===== src/rtl/tlic_pkg.sv =====
// package: constants, types and vector table of the two-level interrupt controller
`default_nettype none
package tlic_pkg;

  // ==========================================================================
  // register addresses and reset values
  localparam logic [7:0] INT_ON_ADDR        = 8'hA8;
  localparam logic [7:0] SEC_ON_LEVEL_ADDR  = 8'hA9;
  localparam logic [7:0] INT_LEVEL_ADDR     = 8'hB8;
  localparam logic [7:0] INT_ON_RESET       = 8'h00;
  localparam logic [7:0] SEC_ON_LEVEL_RESET = 8'hA0;
  localparam logic [7:0] INT_LEVEL_RESET    = 8'h00;
  localparam logic [7:0] READ_UNMAPPED      = 8'h00;

  // ==========================================================================
  // field positions, interrupt enable register
  localparam int GLOBAL_GATE_BIT = 7;
  localparam int CONV_ON_BIT     = 6;
  localparam int T2_ON_BIT       = 5;
  localparam int UART_ON_BIT     = 4;
  localparam int T1_ON_BIT       = 3;
  localparam int EXT1_ON_BIT     = 2;
  localparam int T0_ON_BIT       = 1;
  localparam int EXT0_ON_BIT     = 0;
  // level register
  localparam int CONV_LVL_BIT    = 6;
  localparam int T2_LVL_BIT      = 5;
  localparam int UART_LVL_BIT    = 4;
  localparam int T1_LVL_BIT      = 3;
  localparam int EXT1_LVL_BIT    = 2;
  localparam int T0_LVL_BIT      = 1;
  localparam int EXT0_LVL_BIT    = 0;
  // secondary enable / level register
  localparam int SEC_FIXED_BIT   = 7;
  localparam int TII_LVL_BIT     = 6;
  localparam int PSM_LVL_BIT     = 5;
  localparam int SPI_LVL_BIT     = 4;
  localparam int TII_ON_BIT      = 2;
  localparam int PSM_ON_BIT      = 1;
  localparam int SPI_ON_BIT      = 0;

  // ==========================================================================
  // sources, index = polling rank (0 polled first)
  localparam int NSRC = 11;
  localparam logic [3:0] SRC_PSM  = 4'h0;
  localparam logic [3:0] SRC_WDT  = 4'h1;
  localparam logic [3:0] SRC_EXT0 = 4'h2;
  localparam logic [3:0] SRC_CONV = 4'h3;
  localparam logic [3:0] SRC_T0   = 4'h4;
  localparam logic [3:0] SRC_EXT1 = 4'h5;
  localparam logic [3:0] SRC_T1   = 4'h6;
  localparam logic [3:0] SRC_SPI  = 4'h7;
  localparam logic [3:0] SRC_UART = 4'h8;
  localparam logic [3:0] SRC_T2   = 4'h9;
  localparam logic [3:0] SRC_TII  = 4'hA;

  // ==========================================================================
  // types
  typedef struct packed {
    logic       supply_monitor_irq;
    logic       watchdog_irq;
    logic       ext0_flag;
    logic [1:0] converter_done_flags;
    logic       timer0_overflow;
    logic       ext1_flag;
    logic       timer1_overflow;
    logic [1:0] spi_i2c_flags;
    logic [1:0] uart_rx_tx_flags;
    logic [1:0] timer2_flags;
    logic       interval_timer_irq;
  } tlic_src_t;

  typedef struct packed {
    logic        req;
    logic        level;
    logic [3:0]  source;
    logic [15:0] vector;
  } tlic_grant_t;

  // in-service levels, gray along idle-low-both
  typedef enum logic [1:0] {
    SVC_IDLE = 2'b00,
    SVC_LOW  = 2'b01,
    SVC_BOTH = 2'b11,
    SVC_HIGH = 2'b10
  } tlic_svc_t;

  // ==========================================================================
  // fixed vector of a source
  function automatic logic [15:0] tlic_vector(input logic [3:0] src);
    case (src)
      SRC_EXT0: tlic_vector = 16'h0003;
      SRC_T0:   tlic_vector = 16'h000B;
      SRC_EXT1: tlic_vector = 16'h0013;
      SRC_T1:   tlic_vector = 16'h001B;
      SRC_UART: tlic_vector = 16'h0023;
      SRC_T2:   tlic_vector = 16'h002B;
      SRC_CONV: tlic_vector = 16'h0033;
      SRC_SPI:  tlic_vector = 16'h003B;
      SRC_PSM:  tlic_vector = 16'h0043;
      SRC_TII:  tlic_vector = 16'h0053;
      SRC_WDT:  tlic_vector = 16'h005B;
      default:  tlic_vector = 16'h0000;
    endcase
  endfunction

endpackage
`default_nettype wire


===== src/rtl/tlic_pick.sv =====
// fixed-order picker: lowest set index wins
`timescale 1ns/10ps
`default_nettype none
module tlic_pick
  import tlic_pkg::*;
#(
  parameter int N = NSRC
) (
  // candidates, bit 0 polled first
  input  wire logic [N-1:0] cand,
  // result
  output logic              found,
  output logic [3:0]        index
);

  always_comb begin
    found = 1'b0;
    index = 4'h0;
    for (int i = N - 1; i >= 0; i--) begin
      if (cand[i]) begin
        found = 1'b1;
        index = 4'(i);
      end
    end
  end

endmodule
`default_nettype wire


===== src/rtl/tlic_top.sv =====
// two-level interrupt controller: enables, levels, polling order, in-service tracking
// Functional notes
// - global gate bit 7 blocks every interrupt
// - enable bit 6 gates converter request
// - enable bit 5 gates Timer 2 request
// - enable bit 4 gates UART request
// - bits 3 and 1 gate Timer 1, 0
// - bits 2 and 0 gate external 1, 0
// - level register sets seven sources high/low
// - secondary bits 6,5,4 set three levels
// - secondary bits 2,1,0 gate three sources
// - high request pre-empts running low routine
// - simultaneous different levels: high goes first
// - same level never pre-empts running routine
// - equal level: fixed polling order decides
// - interval counter polled last, rank ten
// - accepted request loads its fixed vector
`timescale 1ns/10ps
`default_nettype none
module tlic_top
  import tlic_pkg::*;
(
  // clock and reset
  input  wire logic        mclk,
  input  wire logic        reset_n,
  // special function register port
  input  wire logic [7:0]  sfr_addr,
  input  wire logic        sfr_wr,
  input  wire logic [7:0]  sfr_wdata,
  output logic      [7:0]  sfr_rdata,
  // peripheral request flags
  input  wire tlic_src_t   src,
  // core handshake
  output logic             int_req,
  output logic      [15:0] int_vector,
  output logic             int_level,
  input  wire logic        int_ack,
  input  wire logic        int_reti,
  // in-service view
  output logic      [1:0]  in_service
);

  // ==========================================================================
  // registers
  logic [7:0] int_on_reg,       int_on_next;
  logic [7:0] int_level_reg,    int_level_next;
  logic [6:0] sec_reg,          sec_next;
  logic [7:0] rdata_reg,        rdata_next;

  always_comb begin
    int_on_next    = int_on_reg;
    int_level_next = int_level_reg;
    sec_next       = sec_reg;
    if (sfr_wr) begin
      case (sfr_addr)
        INT_ON_ADDR:       int_on_next    = sfr_wdata;
        INT_LEVEL_ADDR:    int_level_next = {1'b0, sfr_wdata[6:0]};
        SEC_ON_LEVEL_ADDR: sec_next       = sfr_wdata[6:0]; // bit 3 stored as written
        default:           ;
      endcase
    end
    case (sfr_addr)
      INT_ON_ADDR:       rdata_next = int_on_reg;
      INT_LEVEL_ADDR:    rdata_next = int_level_reg;
      SEC_ON_LEVEL_ADDR: rdata_next = {SEC_ON_LEVEL_RESET[SEC_FIXED_BIT], sec_reg};
      default:           rdata_next = READ_UNMAPPED;
    endcase
  end

  always_ff @(posedge mclk) begin
    if (!reset_n) begin
      int_on_reg    <= INT_ON_RESET;
      int_level_reg <= INT_LEVEL_RESET;
      sec_reg       <= SEC_ON_LEVEL_RESET[6:0];
      rdata_reg     <= READ_UNMAPPED;
    end else begin
      int_on_reg    <= int_on_next;
      int_level_reg <= int_level_next;
      sec_reg       <= sec_next;
      rdata_reg     <= rdata_next;
    end
  end

  assign sfr_rdata = rdata_reg;

  // ==========================================================================
  // request gating and level split, index = polling rank
  logic [NSRC-1:0] raw_req;
  logic [NSRC-1:0] src_on;
  logic [NSRC-1:0] src_high;
  logic [NSRC-1:0] cand_high;
  logic [NSRC-1:0] cand_low;

  always_comb begin
    raw_req = '0;
    src_on  = '0;
    src_high = '0;
    raw_req[SRC_PSM]  = src.supply_monitor_irq;
    raw_req[SRC_WDT]  = src.watchdog_irq;
    raw_req[SRC_EXT0] = src.ext0_flag;
    raw_req[SRC_CONV] = |src.converter_done_flags;
    raw_req[SRC_T0]   = src.timer0_overflow;
    raw_req[SRC_EXT1] = src.ext1_flag;
    raw_req[SRC_T1]   = src.timer1_overflow;
    raw_req[SRC_SPI]  = |src.spi_i2c_flags;
    raw_req[SRC_UART] = |src.uart_rx_tx_flags;
    raw_req[SRC_T2]   = |src.timer2_flags;
    raw_req[SRC_TII]  = src.interval_timer_irq;
    // watchdog has no enable or level bit: always on, always high
    src_on[SRC_WDT]   = 1'b1;
    src_high[SRC_WDT] = 1'b1;
    src_on[SRC_CONV]  = int_on_reg[CONV_ON_BIT];
    src_on[SRC_T2]    = int_on_reg[T2_ON_BIT];
    src_on[SRC_UART]  = int_on_reg[UART_ON_BIT];
    src_on[SRC_T1]    = int_on_reg[T1_ON_BIT];
    src_on[SRC_T0]    = int_on_reg[T0_ON_BIT];
    src_on[SRC_EXT1]  = int_on_reg[EXT1_ON_BIT];
    src_on[SRC_EXT0]  = int_on_reg[EXT0_ON_BIT];
    src_on[SRC_TII]   = sec_reg[TII_ON_BIT];
    src_on[SRC_PSM]   = sec_reg[PSM_ON_BIT];
    src_on[SRC_SPI]   = sec_reg[SPI_ON_BIT];
    src_high[SRC_CONV] = int_level_reg[CONV_LVL_BIT];
    src_high[SRC_T2]   = int_level_reg[T2_LVL_BIT];
    src_high[SRC_UART] = int_level_reg[UART_LVL_BIT];
    src_high[SRC_T1]   = int_level_reg[T1_LVL_BIT];
    src_high[SRC_EXT1] = int_level_reg[EXT1_LVL_BIT];
    src_high[SRC_T0]   = int_level_reg[T0_LVL_BIT];
    src_high[SRC_EXT0] = int_level_reg[EXT0_LVL_BIT];
    src_high[SRC_TII]  = sec_reg[TII_LVL_BIT];
    src_high[SRC_PSM]  = sec_reg[PSM_LVL_BIT];
    src_high[SRC_SPI]  = sec_reg[SPI_LVL_BIT];
    cand_high = (raw_req & src_on & src_high) & {NSRC{int_on_reg[GLOBAL_GATE_BIT]}};
    cand_low  = (raw_req & src_on & ~src_high) & {NSRC{int_on_reg[GLOBAL_GATE_BIT]}};
  end

  // ==========================================================================
  // polling within each level
  logic       high_found;
  logic [3:0] high_index;
  logic       low_found;
  logic [3:0] low_index;

  // rank order by index; watchdog index below external 0
  tlic_pick #(.N(NSRC)) u_pick_high (
    .cand  (cand_high),
    .found (high_found),
    .index (high_index)
  );

  tlic_pick #(.N(NSRC)) u_pick_low (
    .cand  (cand_low),
    .found (low_found),
    .index (low_index)
  );

  // ==========================================================================
  // arbitration and in-service tracking
  tlic_svc_t   svc_reg,   svc_next;
  tlic_grant_t grant_reg, grant_next;
  logic        high_busy;
  logic        low_busy;

  always_comb begin
    high_busy  = (svc_reg == SVC_HIGH) || (svc_reg == SVC_BOTH);
    low_busy   = (svc_reg != SVC_IDLE);
    grant_next = '0;
    if (high_found && !high_busy) begin
      // high wins over low and pre-empts a low routine
      grant_next.req    = 1'b1;
      grant_next.level  = 1'b1;
      grant_next.source = high_index;
    end else if (low_found && !low_busy) begin
      // a running routine blocks its own level
      grant_next.req    = 1'b1;
      grant_next.level  = 1'b0;
      grant_next.source = low_index;
    end
    grant_next.vector = tlic_vector(grant_next.source);
    // hold off one cycle while the in-service state moves
    if (int_ack || int_reti) begin
      grant_next.req = 1'b0;
    end

    svc_next = svc_reg;
    if (int_ack && grant_reg.req) begin
      case (svc_reg)
        SVC_IDLE: svc_next = grant_reg.level ? SVC_HIGH : SVC_LOW;
        SVC_LOW:  svc_next = grant_reg.level ? SVC_BOTH : SVC_LOW;
        default:  svc_next = svc_reg;
      endcase
    end else if (int_reti) begin
      case (svc_reg)
        SVC_BOTH: svc_next = SVC_LOW;
        SVC_HIGH: svc_next = SVC_IDLE;
        SVC_LOW:  svc_next = SVC_IDLE;
        default:  svc_next = SVC_IDLE;
      endcase
    end
  end

  always_ff @(posedge mclk) begin
    if (!reset_n) begin
      svc_reg   <= SVC_IDLE;
      grant_reg <= '0;
    end else begin
      svc_reg   <= svc_next;
      grant_reg <= grant_next;
    end
  end

  assign int_req    = grant_reg.req;
  assign int_vector = grant_reg.vector;
  assign int_level  = grant_reg.level;
  assign in_service = svc_reg;

endmodule
`default_nettype wire


===== config.mk =====
export PLATFORM = sky130hd
export DESIGN_NAME = tlic_top
export DESIGN_NICKNAME = d
export VERILOG_FILES = /design/src/rtl/tlic_pkg.sv /design/src/rtl/tlic_pick.sv /design/src/rtl/tlic_top.sv
export SDC_FILE = /design/constraint.sdc
export NUM_CORES = 1
export LEC_CHECK = 0
export ABC_AREA = 1
export BUFFER_PORTS_ARGS = -buffer_cell sky130_fd_sc_hd__buf_2
export CORE_MARGIN = 2
export CORE_UTILIZATION = 56
export CTS_CLUSTER_DIAMETER = 200
export DETAILED_ROUTE_END_ITERATION = 12
export PLACE_DENSITY_LB_ADDON = 0.15
export SYNTH_ARGS = -nofsm -noshare
export SYNTH_HDL_FRONTEND = slang
export SYNTH_SLANG_ARGS = --single-unit
export TNS_END_PERCENT = 5

===== constraint.sdc =====
create_clock -name mclk -period 3 [get_ports mclk]
set_input_delay 0.45 -clock mclk [delete_from_list [all_inputs] [get_ports mclk]]
set_output_delay 0.45 -clock mclk [all_outputs]
set_load 0.01 [all_outputs]

==> out/qor.yml <==
reg2regPathDepth: 11
cts_setup_buffers: 0
critPathMaxFanout: 22
post_cts_resized: 0
cts_tree: "yes"
tns_ps: 0
place_area_sq_mm: 0.00244
peakVddDrop_mv: 0.248
viasPerCell: 5.17
r2r_start: "int_on_reg[7]$_SDFFE_PN0P_"
syn_area_sq_mm: 0.00220
cts-root-buf: "clkbuf_8"
whs_path_depth: 4
slowest_delay_ps: 900
drive_above_1_share_pct: 27.2
std_cell_rows: 22
grt_usage_pct: 27.1
grt_pass1_vias: 2095
avgSynthCellArea_sq_um: 6.97
cts_buffers: 5
grt_setup_unrepaired: "false"
grt.overflow.total: 0
fin_area_sq_mm: 0.00254
drt_iter0_drc: 141
cts_hold_buf: 0
setup_viol_count_final: 0
ys_ff_latch: 39
status: "completed"
io_buffer_count: 53
synth-seq-area-share_pct: 35.4
fill_cells: 356
fin_nets: 403
min_period_ps: 2170
critPathLaunchType: "flop"
gp_congestion: 0.876
core_area_sq_mm: 0.00372
pre_cts_slack_ps: 894
r2r-end: "int_vector[3]$_SDFF_PN0_"
fin_skew_ps: 2.01
vias: 2149
hold_slack_ps: 392
crit_path_end_kind: "flop"
finalCoreUtilization_pct: 68.4
worstPathRequired_ps: 3200
p_per_area_mw_per_mm2: 385
synthCells: 316
grt_pass1_wl_mm: 9.03
stdcell_count: 416
area_growth_pct: 15.4
grt_max_degree: 24
yosysWarnings: 0
cts_sinks: 39
p_leak_nw: 1.26
diodes: 0
hold_viol: 0
wl_mm: 5.25
finalPower_mw: 0.980
antenna_found_initial: 0
worstSetupPathType: "flop to flop"
maxSlewHeadroom_pct: 41.2
fmax_mhz: 461
crit_chain: "nand4_1, nand2_1, nor2_2, nand2_2, nand2_1, nand3_2, nor2_2, nand2_1, nand2_2, a21oi_1, nor2_1"
critical_path_buf_inv_count: 0
synth_top_area_share_pct: 35.4
hp-class: "input port to flop"
final_antenna_net_count: 0
tightestPinTransition_ps: 881
ioPinCount: 64
critPathSlowestCell: "dfxtp_1"
cp_data_arrival_time_ps: 2360
drtPass1Iterations: 4
path_clk_slew_ps: 70
clockBufferDepth: 2
hp-start: "int_reti"
ff2ff_setup_slack_ps: 830
finalCritPeriodShare_pct: 72.3
ys_types: 35
die_w_um: 66.7
yosys.area.top_type: "dfxtp_1"
post_drt_wl_per_cell_um: 12.6
die_area_sq_mm: 0.00445
synthTopCellsByArea: "dfxtp_1 (35%), nand2_1 (9.4%), inv_1 (8.3%), a21oi_1 (5.9%), o21ai_0 (4.8%)"
dp_hpwl_mm: 4.06
maxCapViolCount: 0
clk_latency_ps: 300
start_util_pct: 59.3
cp_common_cell: "nand2_1"
drcViolationCount: 0
dieHeight_um: 66.7
cp_top_family: "simple AND/OR/NAND/NOR gates"
dp.cells: 408
worst_slack_ps: 832
min_to: "int_req$_SDFF_PP0_"
htreeDepth: 2
report.final.slew_viol_count: 0
[layer usage]
layer,up-vias,share of wire (%),global-route usage (%)
met5,-,0,0
met4,0,2.2,12.2
met3,8,6.6,5.07
met2,73,47,46.0
met1,964,44,33.0
li1,1104,-,-
[where the power goes]
part	switching (mW)	total (mW)	internal (mW)	leakage, nW
clock network	0.185	0.394	0.209	0.0505
logic	0.0405	0.0658	0.0253	0.897
registers	0.00102	0.520	0.519	0.315
total	0.226	0.980	0.754	1.26
[cells in the mapped netlist, drive strengths merged]
master / count
nor2: 33
dfxtp: 39
o211ai: 1
nand2: 63
a21boi: 1
a22oi: 1
conb: 1
nand3b: 1
nand3: 13
nor3: 2
nand4: 17
buf: 15
clkbuf: 4
clkinv: 1
a211oi: 1
o22ai: 6
o21ai: 34
o21bai: 1
a21oi: 28
inv: 54
[tightest hold or removal path, stage by stage]
cell and delay, ps:
buf_2 90, nor2_1 40, nand2_1 50, a21oi_1 30
[cells in the final DEF (no fill, tap or decap), types with 2 or more instances in the layout]
master    instances
a21oi_1          26
a21oi_2           2
buf_2            53
clkbuf_8          7
conb_1           10
dfxtp_1          39
inv_1            49
inv_2             5
nand2_1          55
nand2_2           8
nand3_1           8
nand3_2           5
nand4_1          14
nand4_2           2
nor2_1           23
nor2_2            9
o21ai_0          21
o21ai_1          11
o22ai_1           6
[final cells by class]
class                      instances  area, sq um  share of cell area [%]
multi-input combinational        212         1120                    44.0
sequential                        39          781                    30.7
clock buffer                       7         96.3                    3.79
clock inverter                     1         7.51                   0.295
inverter                          55          206                    8.12
timing repair buffer              54          273                    10.7
tap                               48         60.1                    2.36
[how the worst max path moves through the flow]
stage,cells past startpoint,startpoint,slack (ps),endpoint
6_report,11,int_on_reg[7]$_SDFFE_PN0P_,830,int_vector[3]$_SDFF_PN0_
5_1_grt,11,int_on_reg[7]$_SDFFE_PN0P_,620,int_vector[3]$_SDFF_PN0_
4_1_cts,11,int_on_reg[7]$_SDFFE_PN0P_,870,int_vector[3]$_SDFF_PN0_
3_5_place_dp,9,int_on_reg[7]$_SDFFE_PN0P_,890,int_vector[3]$_SDFF_PN0_
3_3_place_gp,9,int_on_reg[7]$_SDFFE_PN0P_,930,int_vector[3]$_SDFF_PN0_
2_1_floorplan,9,sfr_addr[1],1340,int_on_reg[5]$_SDFFE_PN0P_
[cells by family after synthesis]
group / after synthesis / synth area share, %
other: 1 / 0.170
and+or+nand+nor: 129 / 30.4
buffers and inverters: 74 / 15.3
DFF: 39 / 35.4
AOI/OAI and AO/OA: 73 / 18.7
(Power assumes the default switching activity.)
